### config.mk
export PLATFORM = sky130hd
export DESIGN_NAME = emif_async_port
export DESIGN_NICKNAME = d
export VERILOG_FILES = /design/src/emif_async_pkg.sv /design/src/cfg_memory.sv /design/src/port_clock_gen.sv /design/src/emif_async_port.sv
export VERILOG_INCLUDE_DIRS = /design/src
export SDC_FILE = /design/constraint.sdc
export NUM_CORES = 1
export LEC_CHECK = 0
export CAP_MARGIN = 25
export CORE_AREA = 2 2 287 289
export DETAILED_ROUTE_END_ITERATION = 16
export DIE_AREA = 0 0 289 291
export DONT_BUFFER_PORTS = 1
export PLACE_DENSITY_LB_ADDON = 0.05
export SLEW_MARGIN = 40
export SYNTH_ARGS = -nofsm -noshare
export SYNTH_HDL_FRONTEND = slang
export SYNTH_SLANG_ARGS = --single-unit
### constraint.sdc
create_clock -name CLK_SYS -period 3.8 [get_ports CLK_SYS]
set_input_delay 0.57 -clock CLK_SYS [delete_from_list [all_inputs] [get_ports CLK_SYS]]
set_output_delay 0.57 -clock CLK_SYS [all_outputs]
set_load 0.05 [all_outputs]
### src/emif_async_defs.svh
// Constants for the asynchronous memory strobe engine
// How it works
// RQ1 - Ready ignored until two cycles before end
// RQ2 - Ready low extends strobe one cycle each
// RQ3 - Strobe ends two cycles after ready high
// RQ4 - Ready input synchronised, hold two periods
// RQ5 - Port clock from pin, CPU/4 or CPU/6
// RQ6 - Divided clock output: port clock / 1,2,4
// RQ7 - Divided clock half duty, rising-edge launched
// RQ8 - Primary clock output follows port clock
// RQ9 - Read selects valid setup periods before strobe
// RQ10 - Read selects held hold periods after strobe
// RQ11 - Write selects, data valid setup periods before
// RQ12 - Write selects, data held hold periods after
// RQ13 - Timing counts from accessed space's register
// RQ14 - Selects: chip select, bytes, address, enable
// RQ15 - Strobes change only on primary rising edges
// RQ16 - Read data captured at read strobe rise
// RQ17 - Software programs read strobe long enough
// RQ18 - Strobes active low, never both asserted
`ifndef EMIF_ASYNC_DEFS_SVH
`define EMIF_ASYNC_DEFS_SVH
// ======================================
// Register byte offsets
`define OFS_CLK_CTRL 8'h00
`define OFS_ADDR     8'h04
`define OFS_WDATA_LO 8'h08
`define OFS_WDATA_HI 8'h0C
`define OFS_CMD      8'h10
`define OFS_STATUS   8'h14
`define OFS_RDATA_LO 8'h18
`define OFS_RDATA_HI 8'h1C
`define OFS_CE_BASE  8'h20
`define OFS_CE_MASK  8'hF0
// ======================================
// Fields and reset values
`define CMD_WR_BIT   0
`define CMD_CS_LSB   1
`define CMD_BE_LSB   8
`define CLK_SRC_LSB  0
`define CLK_DIV_LSB  2
`define CLK_CTRL_RST 4'h1
`define CE_CFG_W     26
`define CE_RST       26'h1104882
`define RESP_OKAY    2'h0
`define RESP_SLVERR  2'h2
// ======================================
// Timing counts
`define CPU4_DIV     3'h4
`define CPU6_DIV     3'h6
`define RDY_WINDOW   6'h2
`define RDY_TAIL     6'h2
`endif

### src/emif_async_pkg.sv
// Types for the asynchronous memory strobe engine
package emif_async_pkg;
	typedef enum logic [2:0] {
		ST_IDLE   = 3'h0,
		ST_LOAD   = 3'h1,
		ST_SETUP  = 3'h3,
		ST_STROBE = 3'h2,
		ST_HOLD   = 3'h6
	} eng_state_type;
	typedef enum logic [1:0] {SRC_EXT = 2'h0, SRC_CPU4 = 2'h1, SRC_CPU6 = 2'h2} clk_src_type;
	typedef enum logic [1:0] {DIV_1 = 2'h0, DIV_2 = 2'h1, DIV_4 = 2'h2} clk_div_type;
	typedef struct packed {
		logic [2:0] w_hold;
		logic [5:0] w_strobe;
		logic [3:0] w_setup;
		logic [2:0] r_hold;
		logic [5:0] r_strobe;
		logic [3:0] r_setup;
	} ce_cfg_type;
	typedef struct packed {
		logic        write;
		logic [1:0]  cs;
		logic [7:0]  be;
		logic [19:0] addr;
	} access_type;
endpackage

### src/cfg_memory.sv
// Chip-enable space timing store with registered read ports
`timescale 1ns/1ps
module cfg_memory #(
	parameter int               DEPTH   = 4,
	parameter int               WIDTH   = 26,
	parameter logic [WIDTH-1:0] RST_VAL = '0
) (
	input  wire logic                     clk,
	input  wire logic                     arst_n,
	input  wire logic                     we,
	input  wire logic [$clog2(DEPTH)-1:0] waddr,
	input  wire logic [WIDTH-1:0]         wdata,
	input  wire logic [$clog2(DEPTH)-1:0] raddr_a,
	output logic      [WIDTH-1:0]         rdata_a,
	input  wire logic [$clog2(DEPTH)-1:0] raddr_b,
	output logic      [WIDTH-1:0]         rdata_b
);
	generate
		if (DEPTH < 2 || WIDTH < 1) begin : g_bad
			$error("DEPTH must be at least 2 and WIDTH at least 1");
		end
	endgenerate

	logic [WIDTH-1:0] mem_reg [DEPTH];
	logic [WIDTH-1:0] rda_next;
	logic [WIDTH-1:0] rdb_next;

	always_comb begin
		rda_next = mem_reg[raddr_a];
		rdb_next = mem_reg[raddr_b];
	end

	always_ff @(posedge clk or negedge arst_n) begin
		if (!arst_n) begin
			for (int i = 0; i < DEPTH; i++) begin
				mem_reg[i] <= RST_VAL;
			end
			rdata_a <= '0;
			rdata_b <= '0;
		end else begin
			if (we) begin
				mem_reg[waddr] <= wdata;
			end
			rdata_a <= rda_next;
			rdata_b <= rdb_next;
		end
	end
endmodule // cfg_memory

### src/port_clock_gen.sv
// Port input clock selection and memory clock outputs
`timescale 1ns/1ps
`include "emif_async_defs.svh"
module port_clock_gen (
	input  wire logic                      clk,
	input  wire logic                      arst_n,
	input  wire emif_async_pkg::clk_src_type src,
	input  wire emif_async_pkg::clk_div_type div,
	input  wire logic                      ext_clk,
	output logic                           pclk_rise,
	output logic                           clk_primary,
	output logic                           clk_divided
);
	import emif_async_pkg::*;
	logic       ext_s1_reg, ext_s2_reg;
	logic [2:0] cnt_reg, cnt_next;
	logic       prim_next, div_next;
	logic       phase_reg, phase_next;
	logic [2:0] lim;

	// ======================================
	// Source select and divider
	always_comb begin
		lim = (src == SRC_CPU6) ? `CPU6_DIV : `CPU4_DIV;
		cnt_next = (src == SRC_EXT) ? 3'h7 : (cnt_reg >= lim - 3'h1) ? 3'h0 : cnt_reg + 3'h1;
		if (src == SRC_EXT) begin // RQ5
			prim_next = ext_s2_reg; // RQ8
		end else begin
			prim_next = cnt_next < (lim >> 1); // RQ5
		end
		pclk_rise = prim_next && !clk_primary;
		phase_next = pclk_rise ? !phase_reg : phase_reg;
		case (div) // RQ6 RQ7
			DIV_2:   div_next = pclk_rise ? !clk_divided : clk_divided;
			DIV_4:   div_next = (pclk_rise && phase_reg) ? !clk_divided : clk_divided;
			default: div_next = prim_next;
		endcase
	end

	always_ff @(posedge clk or negedge arst_n) begin
		if (!arst_n) begin
			ext_s1_reg  <= 1'b0;
			ext_s2_reg  <= 1'b0;
			cnt_reg     <= 3'h7;
			clk_primary <= 1'b0;
			clk_divided <= 1'b0;
			phase_reg   <= 1'b0;
		end else begin
			ext_s1_reg  <= ext_clk;
			ext_s2_reg  <= ext_s1_reg;
			cnt_reg     <= cnt_next;
			clk_primary <= prim_next;
			clk_divided <= div_next;
			phase_reg   <= phase_next;
		end
	end
endmodule // port_clock_gen

### src/emif_async_port.sv
// Asynchronous memory strobe engine with AXI4-Lite registers
//
// Local design decisions: the register addresses and register access over AXI4-Lite.
`timescale 1ns/1ps
`include "emif_async_defs.svh"
module emif_async_port #(
	parameter int DATA_W = 64,
	parameter int NUM_CE = 4
) (
	input  wire logic                CLK_SYS,
	input  wire logic                ARST_N,
	input  wire logic [7:0]          S_AXI_AWADDR,
	input  wire logic                S_AXI_AWVALID,
	output logic                     S_AXI_AWREADY,
	input  wire logic [31:0]         S_AXI_WDATA,
	input  wire logic [3:0]          S_AXI_WSTRB,
	input  wire logic                S_AXI_WVALID,
	output logic                     S_AXI_WREADY,
	output logic [1:0]               S_AXI_BRESP,
	output logic                     S_AXI_BVALID,
	input  wire logic                S_AXI_BREADY,
	input  wire logic [7:0]          S_AXI_ARADDR,
	input  wire logic                S_AXI_ARVALID,
	output logic                     S_AXI_ARREADY,
	output logic [31:0]              S_AXI_RDATA,
	output logic [1:0]               S_AXI_RRESP,
	output logic                     S_AXI_RVALID,
	input  wire logic                S_AXI_RREADY,
	input  wire logic                PORT_EXT_CLOCK_IN,
	input  wire logic                READY_WAIT_INPUT,
	output logic                     EMIF_CLOCK_OUT_PRIMARY,
	output logic                     EMIF_CLOCK_OUT_DIVIDED,
	output logic [NUM_CE-1:0]        CHIP_SELECT_N,
	output logic [DATA_W/8-1:0]      BYTE_ENABLE_N,
	output logic [19:0]              EXTERNAL_ADDRESS,
	output logic                     OUTPUT_ENABLE_N,
	output logic                     READ_STROBE_N,
	output logic                     WRITE_STROBE_N,
	output logic [DATA_W-1:0]        EXTERNAL_DATA_BUS_OUT,
	output logic                     EXTERNAL_DATA_BUS_OE,
	input  wire logic [DATA_W-1:0]   READ_DATA_BUS_IN
);
	import emif_async_pkg::*;
	localparam int BE_W = DATA_W / 8;

	generate
		if (!(DATA_W == 64 || DATA_W == 16) || NUM_CE < 1 || NUM_CE > 4) begin : g_bad
			$error("DATA_W must be 16 or 64 and NUM_CE 1 to 4");
		end
	endgenerate

	function automatic logic [5:0] at_least_one(input logic [5:0] v);
		return (v == 6'h0) ? 6'h1 : v;
	endfunction

	// ======================================
	// Declarations
	logic              rdy_s1_reg, rdy_s2_reg;
	logic [DATA_W-1:0] rdin_s1_reg, rdin_s2_reg;
	logic              aw_have_reg, aw_have_next, w_have_reg, w_have_next;
	logic [7:0]        awaddr_reg, awaddr_next, araddr_reg, araddr_next;
	logic [31:0]       wdat_reg, wdat_next, rdat_reg, rdat_next;
	logic [3:0]        wstrb_reg, wstrb_next;
	logic              bvalid_reg, bvalid_next, rvalid_reg, rvalid_next, rpend_reg, rpend_next;
	logic [1:0]        bresp_reg, bresp_next, rresp_reg, rresp_next;
	logic [3:0]        clk_ctrl_reg, clk_ctrl_next;
	logic [19:0]       addr_reg, addr_next;
	logic [63:0]       wdata_reg, wdata_next, wbuf_reg, wbuf_next, rdata_reg, rdata_next;
	logic              done_reg, done_next, seen_low_reg, seen_low_next;
	logic              rd_n_reg, rd_n_next, wr_n_reg, wr_n_next;
	eng_state_type     state_reg, state_next;
	access_type        acc_reg, acc_next;
	ce_cfg_type        cfg_reg, cfg_next, ram_cfg_a;
	logic [5:0]        cnt_reg, cnt_next;
	logic [NUM_CE-1:0] cs_n_next;
	logic [BE_W-1:0]   be_n_next;
	logic              oe_n_next, dout_oe_next, sel_next;
	logic              do_write, do_cmd, full, wr_ok, ce_w, ce_r, pclk_rise;
	logic [7:0]        wa;
	logic [`CE_CFG_W-1:0] ram_rdata_a, ram_rdata_b;
	logic [1:0]        ram_raddr_a;

	// ======================================
	// Input synchronisers
	always_ff @(posedge CLK_SYS or negedge ARST_N) begin
		if (!ARST_N) begin
			rdy_s1_reg  <= 1'b1;
			rdy_s2_reg  <= 1'b1;
			rdin_s1_reg <= '0;
			rdin_s2_reg <= '0;
		end else begin
			rdy_s1_reg  <= READY_WAIT_INPUT; // RQ4
			rdy_s2_reg  <= rdy_s1_reg;
			rdin_s1_reg <= READ_DATA_BUS_IN;
			rdin_s2_reg <= rdin_s1_reg;
		end
	end

	// ======================================
	// Clocking and timing store
	port_clock_gen u_clk (
		.clk         (CLK_SYS),
		.arst_n      (ARST_N),
		.src         (clk_src_type'(clk_ctrl_reg[`CLK_SRC_LSB +: 2])),
		.div         (clk_div_type'(clk_ctrl_reg[`CLK_DIV_LSB +: 2])),
		.ext_clk     (PORT_EXT_CLOCK_IN),
		.pclk_rise   (pclk_rise),
		.clk_primary (EMIF_CLOCK_OUT_PRIMARY),
		.clk_divided (EMIF_CLOCK_OUT_DIVIDED)
	);

	assign ram_raddr_a = do_cmd ? wdat_reg[`CMD_CS_LSB +: 2] : acc_reg.cs; // RQ13
	assign ram_cfg_a   = ce_cfg_type'(ram_rdata_a);

	cfg_memory #(.DEPTH(4), .WIDTH(`CE_CFG_W), .RST_VAL(`CE_RST)) u_cfg (
		.clk     (CLK_SYS),
		.arst_n  (ARST_N),
		.we      (do_write && full && ce_w),
		.waddr   (wa[3:2]),
		.wdata   (wdat_reg[`CE_CFG_W-1:0]),
		.raddr_a (ram_raddr_a),
		.rdata_a (ram_rdata_a),
		.raddr_b (S_AXI_ARADDR[3:2]),
		.rdata_b (ram_rdata_b)
	);

	// ======================================
	// AXI4-Lite slave
	assign wa            = {awaddr_reg[7:2], 2'h0};
	assign full          = wstrb_reg == 4'hF;
	assign ce_w          = (wa & `OFS_CE_MASK) == `OFS_CE_BASE && {1'b0, wa[3:2]} < 3'(NUM_CE);
	assign ce_r          = (araddr_reg & `OFS_CE_MASK) == `OFS_CE_BASE && {1'b0, araddr_reg[3:2]} < 3'(NUM_CE);
	assign do_write      = aw_have_reg && w_have_reg && !bvalid_reg;
	assign do_cmd        = do_write && full && wa == `OFS_CMD && state_reg == ST_IDLE;
	assign wr_ok         = full && (wa == `OFS_CLK_CTRL || wa == `OFS_ADDR || wa == `OFS_WDATA_LO
	                       || wa == `OFS_WDATA_HI || ce_w || do_cmd);
	assign S_AXI_AWREADY = !aw_have_reg && !bvalid_reg;
	assign S_AXI_WREADY  = !w_have_reg && !bvalid_reg;
	assign S_AXI_ARREADY = !rpend_reg && !rvalid_reg;
	assign S_AXI_BVALID  = bvalid_reg;
	assign S_AXI_BRESP   = bresp_reg;
	assign S_AXI_RVALID  = rvalid_reg;
	assign S_AXI_RRESP   = rresp_reg;
	assign S_AXI_RDATA   = rdat_reg;

	always_comb begin
		aw_have_next  = aw_have_reg;
		w_have_next   = w_have_reg;
		awaddr_next   = awaddr_reg;
		wdat_next     = wdat_reg;
		wstrb_next    = wstrb_reg;
		bvalid_next   = bvalid_reg;
		bresp_next    = bresp_reg;
		araddr_next   = araddr_reg;
		rpend_next    = rpend_reg;
		rvalid_next   = rvalid_reg;
		rresp_next    = rresp_reg;
		rdat_next     = rdat_reg;
		clk_ctrl_next = clk_ctrl_reg;
		addr_next     = addr_reg;
		wdata_next    = wdata_reg;
		if (S_AXI_AWVALID && S_AXI_AWREADY) begin
			aw_have_next = 1'b1;
			awaddr_next  = S_AXI_AWADDR;
		end
		if (S_AXI_WVALID && S_AXI_WREADY) begin
			w_have_next = 1'b1;
			wdat_next   = S_AXI_WDATA;
			wstrb_next  = S_AXI_WSTRB;
		end
		if (bvalid_reg && S_AXI_BREADY) begin
			bvalid_next = 1'b0;
		end
		if (do_write) begin
			aw_have_next = 1'b0;
			w_have_next  = 1'b0;
			bvalid_next  = 1'b1;
			bresp_next   = wr_ok ? `RESP_OKAY : `RESP_SLVERR;
			if (full) begin
				case (wa)
					`OFS_CLK_CTRL: clk_ctrl_next = wdat_reg[3:0]; // RQ5 RQ6
					`OFS_ADDR:     addr_next = wdat_reg[19:0];
					`OFS_WDATA_LO: wdata_next[31:0] = wdat_reg;
					`OFS_WDATA_HI: wdata_next[63:32] = wdat_reg;
					default: ;
				endcase
			end
		end
		if (rvalid_reg && S_AXI_RREADY) begin
			rvalid_next = 1'b0;
		end
		if (S_AXI_ARVALID && S_AXI_ARREADY) begin
			rpend_next  = 1'b1;
			araddr_next = {S_AXI_ARADDR[7:2], 2'h0};
		end
		if (rpend_reg) begin
			rpend_next  = 1'b0;
			rvalid_next = 1'b1;
			rresp_next  = `RESP_OKAY;
			case (araddr_reg)
				`OFS_CLK_CTRL: rdat_next = {28'h0, clk_ctrl_reg};
				`OFS_ADDR:     rdat_next = {12'h0, addr_reg};
				`OFS_WDATA_LO: rdat_next = wdata_reg[31:0];
				`OFS_WDATA_HI: rdat_next = wdata_reg[63:32];
				`OFS_CMD:      rdat_next = {16'h0, acc_reg.be, 5'h0, acc_reg.cs, acc_reg.write};
				`OFS_STATUS:   rdat_next = {30'h0, done_reg, state_reg != ST_IDLE};
				`OFS_RDATA_LO: rdat_next = rdata_reg[31:0];
				`OFS_RDATA_HI: rdat_next = rdata_reg[63:32];
				default: begin
					rdat_next  = ce_r ? {6'h0, ram_rdata_b} : 32'h0;
					rresp_next = ce_r ? `RESP_OKAY : `RESP_SLVERR;
				end
			endcase
		end
	end

	// ======================================
	// Strobe engine
	always_comb begin
		state_next    = state_reg;
		acc_next      = acc_reg;
		cfg_next      = cfg_reg;
		cnt_next      = cnt_reg;
		seen_low_next = seen_low_reg;
		rd_n_next     = rd_n_reg;
		wr_n_next     = wr_n_reg;
		done_next     = done_reg;
		rdata_next    = rdata_reg;
		wbuf_next     = wbuf_reg;
		case (state_reg)
			ST_IDLE: begin
				if (do_cmd) begin
					acc_next.write = wdat_reg[`CMD_WR_BIT];
					acc_next.cs    = wdat_reg[`CMD_CS_LSB +: 2];
					acc_next.be    = wdat_reg[`CMD_BE_LSB +: 8];
					acc_next.addr  = addr_reg;
					wbuf_next      = wdata_reg;
					done_next      = 1'b0;
					state_next     = ST_LOAD;
				end
			end
			ST_LOAD: begin
				if (pclk_rise) begin
					cfg_next   = ram_cfg_a; // RQ13
					cnt_next   = at_least_one(6'(acc_reg.write ? ram_cfg_a.w_setup : ram_cfg_a.r_setup));
					state_next = ST_SETUP;
				end
			end
			ST_SETUP: begin
				if (pclk_rise) begin
					if (cnt_reg == 6'h1) begin // RQ9 RQ11
						cnt_next      = at_least_one(acc_reg.write ? cfg_reg.w_strobe : cfg_reg.r_strobe);
						rd_n_next     = acc_reg.write; // RQ15 RQ18
						wr_n_next     = !acc_reg.write;
						seen_low_next = 1'b0;
						state_next    = ST_STROBE;
					end else begin
						cnt_next = cnt_reg - 6'h1;
					end
				end
			end
			ST_STROBE: begin
				if (pclk_rise) begin
					if (cnt_reg > `RDY_WINDOW) begin
						cnt_next = cnt_reg - 6'h1; // RQ1
					end else if (!rdy_s2_reg) begin
						seen_low_next = 1'b1; // RQ2
					end else if (seen_low_reg) begin
						seen_low_next = 1'b0; // RQ3
						cnt_next      = `RDY_TAIL;
					end else if (cnt_reg == 6'h1) begin
						rd_n_next  = 1'b1; // RQ15
						wr_n_next  = 1'b1;
						cnt_next   = at_least_one(6'(acc_reg.write ? cfg_reg.w_hold : cfg_reg.r_hold));
						state_next = ST_HOLD;
						if (!acc_reg.write) begin
							rdata_next = 64'(rdin_s2_reg); // RQ16
						end
					end else begin
						cnt_next = cnt_reg - 6'h1;
					end
				end
			end
			ST_HOLD: begin
				if (pclk_rise) begin
					if (cnt_reg == 6'h1) begin // RQ10 RQ12
						state_next = ST_IDLE;
						done_next  = 1'b1;
					end else begin
						cnt_next = cnt_reg - 6'h1;
					end
				end
			end
			default: state_next = ST_IDLE;
		endcase
	end

	// ======================================
	// Select outputs
	always_comb begin
		sel_next     = state_next == ST_SETUP || state_next == ST_STROBE || state_next == ST_HOLD;
		be_n_next    = sel_next ? ~acc_next.be[BE_W-1:0] : '1; // RQ14
		oe_n_next    = !(sel_next && !acc_next.write);
		dout_oe_next = sel_next && acc_next.write; // RQ11 RQ12
	end

	generate
		for (genvar i = 0; i < NUM_CE; i++) begin : g_cs
			assign cs_n_next[i] = !(sel_next && acc_next.cs == 2'(i)); // RQ14
		end
	endgenerate

	always_ff @(posedge CLK_SYS or negedge ARST_N) begin
		if (!ARST_N) begin
			aw_have_reg <= 1'b0;
			w_have_reg <= 1'b0;
			awaddr_reg <= 8'h00;
			wdat_reg <= 32'h0;
			wstrb_reg <= 4'h0;
			bvalid_reg <= 1'b0;
			bresp_reg <= `RESP_OKAY;
			araddr_reg <= 8'h00;
			rpend_reg <= 1'b0;
			rvalid_reg <= 1'b0;
			rresp_reg <= `RESP_OKAY;
			rdat_reg <= 32'h0;
			clk_ctrl_reg <= `CLK_CTRL_RST;
			addr_reg <= 20'h0;
			wdata_reg <= 64'h0;
			state_reg <= ST_IDLE;
			acc_reg <= '0;
			cfg_reg <= '0;
			cnt_reg <= 6'h0;
			seen_low_reg <= 1'b0;
			rd_n_reg <= 1'b1;
			wr_n_reg <= 1'b1;
			done_reg <= 1'b0;
			rdata_reg <= 64'h0;
			wbuf_reg <= 64'h0;
			CHIP_SELECT_N <= '1;
			BYTE_ENABLE_N <= '1;
			OUTPUT_ENABLE_N <= 1'b1;
			EXTERNAL_DATA_BUS_OE <= 1'b0;
		end else begin
			aw_have_reg <= aw_have_next;
			w_have_reg <= w_have_next;
			awaddr_reg <= awaddr_next;
			wdat_reg <= wdat_next;
			wstrb_reg <= wstrb_next;
			bvalid_reg <= bvalid_next;
			bresp_reg <= bresp_next;
			araddr_reg <= araddr_next;
			rpend_reg <= rpend_next;
			rvalid_reg <= rvalid_next;
			rresp_reg <= rresp_next;
			rdat_reg <= rdat_next;
			clk_ctrl_reg <= clk_ctrl_next;
			addr_reg <= addr_next;
			wdata_reg <= wdata_next;
			state_reg <= state_next;
			acc_reg <= acc_next;
			cfg_reg <= cfg_next;
			cnt_reg <= cnt_next;
			seen_low_reg <= seen_low_next;
			rd_n_reg <= rd_n_next;
			wr_n_reg <= wr_n_next;
			done_reg <= done_next;
			rdata_reg <= rdata_next;
			wbuf_reg <= wbuf_next;
			CHIP_SELECT_N <= cs_n_next;
			BYTE_ENABLE_N <= be_n_next;
			OUTPUT_ENABLE_N <= oe_n_next;
			EXTERNAL_DATA_BUS_OE <= dout_oe_next;
		end
	end

	assign READ_STROBE_N         = rd_n_reg;
	assign WRITE_STROBE_N        = wr_n_reg;
	assign EXTERNAL_ADDRESS      = acc_reg.addr;
	assign EXTERNAL_DATA_BUS_OUT = wbuf_reg[DATA_W-1:0];
endmodule // emif_async_port

==> results.ini, run 1 <==
[yosys]
ys_warn_count = 0
yosysTopAreaCell = dfrtp_1
async_flop_share_pct = 100
synth_top_area_share_pct = 59.4
netlist-cell-type-count = 63
netlist_instances = 2007
syn_area_um2 = 26500
synth_flop_cell = dfrtp_1
yosysSeqAreaShare_pct = 63.8
ys_ff_latch = 673
syn_area_per_cell_um2 = 13.2
synth_area_leaders = dfrtp_1, mux2_2, nand2_1
synth_edf_count = 0

[timing]
max_slew.worst_pin.slew_ps = 3210
period_minus_slack_ps = 3220
rsz0062_at_grt = no
final_max_slew_viol_count = 543
finalSetupTns_ps = 0
finClkSkew_ps = 27.8
whs_ps = -308
clock.fmax_ghz = 0.310
final_hold_viol_count = 111
relSlewSlack_pct = -114
setup_viol = 0
fin_crit_sh_pct = 84.8

[setup_path]
r2r_end = BYTE_ENABLE_N[0]
worst-r2r-cell-count = 10
reg2reg_from = clk_ctrl_reg[0]
arrival_ps = 3790
endpoint_kind = flip-flop
critPathMaxFanout = 9
cp.required_ps = 4370
reg2reg_slack_ps = 580
start_kind = flip-flop
crit_type = reg -> reg

[floorplan]
die_h_um = 291
core_area_um2 = 81200
die_w_um = 289
die_area_um2 = 84100
num_rows = 105
ios = 268
start_util_pct = 32.6

[cells_and_area]
drive_gt1_share_pct = 26.0
syn_to_final_growth_pct = 17.3
largest_reg_flops = 104
nets = 2190
mostFrequentLayoutCells = dfrtp_1, nand2_1, mux2_2
final_common_cell = dfrtp_1

[grt]
grt_max_degree = 674
gr-total-overflow = 0
grt_pass1_wl_um = 117000
antenna_found_initial = 6
first_global_vias = 16800
grtUsageTotal_pct = 19.0

[clock_network]
cts-htree-levels = 3
path_clk_slew_ps = 60
clock_latency_ps = 630
hold_buffers = 66
clock-root-buffer = clkbuf_16
post_cts_resized = 0
cts_tree = built
cts.sinks = 673
cts_setup_buffers = 0
numCtsBuffers = 79
cts_max_path_buffers = 3

[detailed_routing]
drtIter0Drc = 1123
wl_per_cell_um = 24.7
via_count = 16100
ant_nets = 0
drc = 0
dr.pass1.iters = 8
vias_per_cell = 5.03
wl_um = 79100

[placed_design]
gp_congestion = 0.800
io_buffers = 0
dp_hpwl_um = 50500

[run_status]
violations = negative hold slack, max-slew violations
outcome = finished with violations

[job]
max_cap_viol_count = 0

[power]
power_leakage_nw = 14.4
power_density_nw_per_um2 = 626
vdd_ir_drop_max_uv = 278

[hold_path]
hp-class = in -> async

## how the worst max path moves through the flow
stage               depth (start not counted)                to  slack (ps)             from
global placement                           10  BYTE_ENABLE_N[4]         630  clk_ctrl_reg[0]
CTS                                        10  BYTE_ENABLE_N[7]         590  clk_ctrl_reg[0]
global route                               10  BYTE_ENABLE_N[5]         410  clk_ctrl_reg[0]
finish                                     10  BYTE_ENABLE_N[0]         580  clk_ctrl_reg[0]
detailed placement                         10  BYTE_ENABLE_N[3]         600  clk_ctrl_reg[0]
floorplan                                  10       cfg_reg[10]        1090  clk_ctrl_reg[0]
## final cells by class
type                            instances  area [um^2]
Fill cell                            7794        50100
Timing Repair Buffer                  106         1040
Multi-Input combinational cell       1174         8910
Clock inverter                         34          482
Clock buffer                          113         2300
Antenna cell                            5         12.5
Inverter                               23         86.3
Tap cell                             1070         1340
Sequential cell                       673        16900
## cells in the mapped netlist (4+ instances only)
| cell type | number |
|---|---|
| nand2b_1 | 4 |
| and2_1 | 5 |
| buf_6 | 4 |
| ha_1 | 8 |
| a222oi_1 | 21 |
| a21o_1 | 5 |
| nand2_1 | 383 |
| a22o_1 | 11 |
| o211ai_1 | 26 |
| o22ai_1 | 21 |
| nand3_1 | 66 |
| a22oi_1 | 17 |
| nor2_1 | 33 |
| inv_1 | 21 |
| nor2b_1 | 5 |
| dfrtp_1 | 628 |
| buf_2 | 13 |
| a21oi_1 | 16 |
| buf_1 | 14 |
| mux2_1 | 65 |
| mux2i_1 | 37 |
| buf_4 | 28 |
| nor3_1 | 10 |
| mux2_2 | 285 |
| a31oi_1 | 7 |
| dfstp_2 | 45 |
| o21ai_0 | 53 |
| a21boi_0 | 12 |
| clkbuf_1 | 78 |
| mux4_2 | 28 |
## per-stage QoR
stage	cell area (um^2)	cells	utilization (%)	worst slack (ps)	total power (W)
after floorplan	26500	2008	-	1090	0.0104
after global placement	27600	2979	34.0	630	0.0115
after detailed placement	27600	2980	34.0	598	0.0115
after CTS	31000	3193	38.2	590	0.0198
after global routing	31100	3195	38.2	408	0.0204
final	31100	3198	38.3	579	0.0195
## metal layers
| layer | global-route usage, % | share of wire [%] | wire length [um] |
|---|---|---|---|
| met1 | 27.0 | 46 | 36500 |
| met2 | 29.4 | 46 | 36300 |
| met3 | 4.08 | 5.8 | 4600 |
| met4 | 5.12 | 2.0 | 1610 |
| met5 | 0 | 0 | 0 |
## cell families (layout without fill, tap and decap cells)
kind of cell | count (synthesis) | count (layout) | synth area share (%)
flip-flops | 673 | 673 | 63.8
AND/OR/NAND/NOR | 532 | 532 | 8.41
multiplexers | 417 | 417 | 18.8
AO/OA/AOI/OAI | 213 | 213 | 5.61
buffers and inverters | 161 | 276 | 2.86
adder cells (fa/ha/maj) | 8 | 8 | 0.378
XOR/XNOR | 2 | 2 | 0.0662
other | 1 | 7 | 0.0142
## worst max-delay path, stage by stage, from the launching register on
cell      delay (ps)
dfstp_2          640
nand2b_1         160
inv_1             60
ha_1             260
a21o_1           100
a21oi_1          120
a31oi_1          590
nand2_1          310
a221o_1          550
buf_4            270
nand2_1          100
## report_power, final
| group | total [W] | switching (W) | internal, W |
|---|---|---|---|
| Sequential | 0.00955 | 0.00163 | 0.00793 |
| Combinational | 0.00188 | 0.000997 | 0.000887 |
| Clock | 0.00802 | 0.00311 | 0.00491 |
No activity file was read; power rests on OpenSTA's default activity.
==> run 2: changes to the inputs <==
==> constraint.sdc (replaced) <==
create_clock -name CLK_SYS -period 2.9 [get_ports CLK_SYS]
set_input_delay 0.435 -clock CLK_SYS [delete_from_list [all_inputs] [get_ports CLK_SYS]]
set_output_delay 0.435 -clock CLK_SYS [all_outputs]
set_load 0.05 [all_outputs]
==> run 2 against run 1 <==
The run now ends clean. Power grew 33%. Global-route usage grew 0.22 points. Via count grew 1.4%. Combinational power grew 54%. First-iteration DRC count grew 19%. Core utilization grew 1.1 points. Non-clock buffer count grew 83. Maximum frequency grew 16%. Clock power grew 31%. Critical endpoint is now BYTE_ENABLE_N[1]. Largest cell class unchanged. Largest power group unchanged.
==> results.ini, run 2 (synthesis gave the netlist of run 1 again) <==
[run_status]
outcome = completed  ; was finished with violations

[setup_path]
cp.required_ps = 3450  ; was 4370 ps
reg2reg_slack_ps = 120  ; was 580 ps
crit_chain = nand2b_1 > inv_1 > ha_1 > a21o_1 > a21oi_1 > a31oi_1 > nand2_1 > a221o_1 > buf_4 > nand2_1  ; unchanged
r2r_end = BYTE_ENABLE_N[1]  ; was BYTE_ENABLE_N[0]
crit_type = reg -> reg  ; unchanged
crit_path_frequent_cell = nand2_1  ; unchanged
endpoint_kind = flip-flop  ; unchanged
start_kind = flip-flop  ; unchanged
reg2reg_from = clk_ctrl_reg[0]  ; unchanged
critPathMaxFanout = 9  ; unchanged
cp_slowest_cell = a31oi_1  ; was dfstp_2
cpPeakStageDelay_ps = 570  ; was 640 ps
worst-path-buf-inv = 2  ; unchanged
arrival_ps = 3330  ; was 3790 ps
crit_family = compound AO/OA/AOI/OAI gates  ; unchanged
worst-r2r-cell-count = 10  ; unchanged

[timing]
rsz0062_at_grt = no  ; unchanged
clock.fmax_ghz = 0.360  ; was 0.310 GHz
finClkSkew_ps = 18.4  ; was 27.8 ps
relSlewSlack_pct = 47.5  ; was -114%
period_minus_slack_ps = 2780  ; was 3220 ps
final_hold_viol_count = 0  ; was 111
fin_crit_sh_pct = 95.8  ; was 84.8%
final_max_slew_viol_count = 0  ; was 543
fin_ws_ps = 121  ; was 579 ps
setup_viol = 0  ; unchanged
max_slew.worst_pin.slew_ps = 785  ; was 3210 ps
finalSetupTns_ps = 0  ; unchanged

[clock_network]
hold_buffers = 119  ; was 66
cts.sinks = 673  ; unchanged
path_clk_slew_ps = 60  ; about the same
cts_tree = built  ; unchanged
cts_max_path_buffers = 3  ; unchanged
cts_setup_buffers = 0  ; unchanged
cts-htree-levels = 3  ; unchanged
clock_latency_ps = 620  ; was 630 ps
clock-root-buffer = clkbuf_16  ; unchanged
post_cts_resized = 0  ; unchanged
numCtsBuffers = 79  ; unchanged

[hold_path]
min_to = u_cfg.rdata_b[10]
hp-class = in -> reg  ; was in -> async
hold_path.startpoint = S_AXI_ARADDR[3]
worstHoldPathCells = 1

[detailed_routing]
drc = 0  ; unchanged
dr.pass1.iters = 6  ; was 8
via_count = 16300  ; was 16100
wl_um = 80200  ; was 79100 um
drtIter0Drc = 1332  ; was 1123
vias_per_cell = 4.97  ; was 5.03
wl_per_cell_um = 24.4  ; was 24.7 um
ant_nets = 0  ; unchanged

[cells_and_area]
largest_reg_flops = 104  ; unchanged
final_common_cell = dfrtp_1  ; unchanged
syn_to_final_growth_pct = 20.6  ; was 17.3%
drive_gt1_share_pct = 26.4  ; was 26.0%
mostFrequentLayoutCells = dfrtp_1, nand2_1, mux2_2  ; unchanged
stdcell_count = 3279  ; was 3198
nets = 2273  ; was 2190

[placed_design]
dp_hpwl_um = 51100  ; was 50500 um
dp_cells = 3003  ; was 2980
gp_congestion = 0.847  ; was 0.800
io_buffers = 0  ; unchanged
place_ws_ps = 123  ; was 598 ps

[grt]
gr-total-overflow = 0  ; unchanged
first_global_vias = 17000  ; was 16800
grtUsageTotal_pct = 19.2  ; was 19.0%
grt_pass1_wl_um = 118000  ; was 117000 um
antenna_found_initial = 10  ; was 6
grt_max_degree = 674  ; unchanged

[floorplan]
ios = 268  ; unchanged
num_rows = 105  ; unchanged
die_h_um = 291  ; unchanged
die_area_um2 = 84100  ; unchanged
die_w_um = 289  ; unchanged
start_util_pct = 32.6  ; unchanged
core_area_um2 = 81200  ; unchanged

[power]
vdd_ir_drop_max_uv = 443  ; was 278 uV
total_power_w = 0.0259  ; was 0.0195 W
power_density_nw_per_um2 = 810  ; was 626 nW/um^2
power_leakage_nw = 14.8  ; was 14.4 nW

[job]
max_cap_viol_count = 0  ; unchanged

-- run 2: area by class of cell --
class | instances | area (um^2)
Timing Repair Buffer | 189 | 1940
Sequential cell | 673 | 16900
Multi-Input combinational cell | 1174 | 8880
Clock buffer | 110 | 2260
Fill cell | 7714 | 49300
Tap cell | 1070 | 1340
Clock inverter | 36 | 513
Antenna cell | 4 | 10.0
Inverter | 23 | 86.3
-- run 2: per-stage QoR --
| step | utilization, % | hold WS (ps) | cell area (um^2) |
|---|---|---|---|
| finish | 39.3 | 39.6 | 31900 |
| global route | 39.3 | 10.3 | 31900 |
| CTS | 39.1 | -468 | 31800 |
| detailed placement | 34.2 | 198 | 27800 |
| global placement | 34.2 | 197 | 27800 |
| floorplan | - | 139 | 26500 |
-- run 2: worst max path at each step --
stage          slack, ps  cells past startpoint                to            start
6_report             120                     10  BYTE_ENABLE_N[1]  clk_ctrl_reg[0]
5_1_grt               10                     10  BYTE_ENABLE_N[1]  clk_ctrl_reg[0]
4_1_cts              120                     10  BYTE_ENABLE_N[1]  clk_ctrl_reg[0]
3_5_place_dp         120                     10  BYTE_ENABLE_N[1]  clk_ctrl_reg[0]
3_3_place_gp         150                     10  BYTE_ENABLE_N[4]  clk_ctrl_reg[0]
2_1_floorplan        190                     10       cfg_reg[10]  clk_ctrl_reg[0]
-- run 2: layer usage --
layer / global-route usage [%] / wire length (um)
met1: 27.4 / 37100
met2: 29.2 / 36300
met3: 4.74 / 5240
met4: 4.93 / 1530
met5: 0 / 20
-- run 2: power by group --
group	internal [W]	switching (W)	leakage (nW)
sequential	0.0104	0.00206	8.73
clock	0.00639	0.00413	1.35
combinational	0.00129	0.00160	4.73
total	0.0181	0.00779	14.8
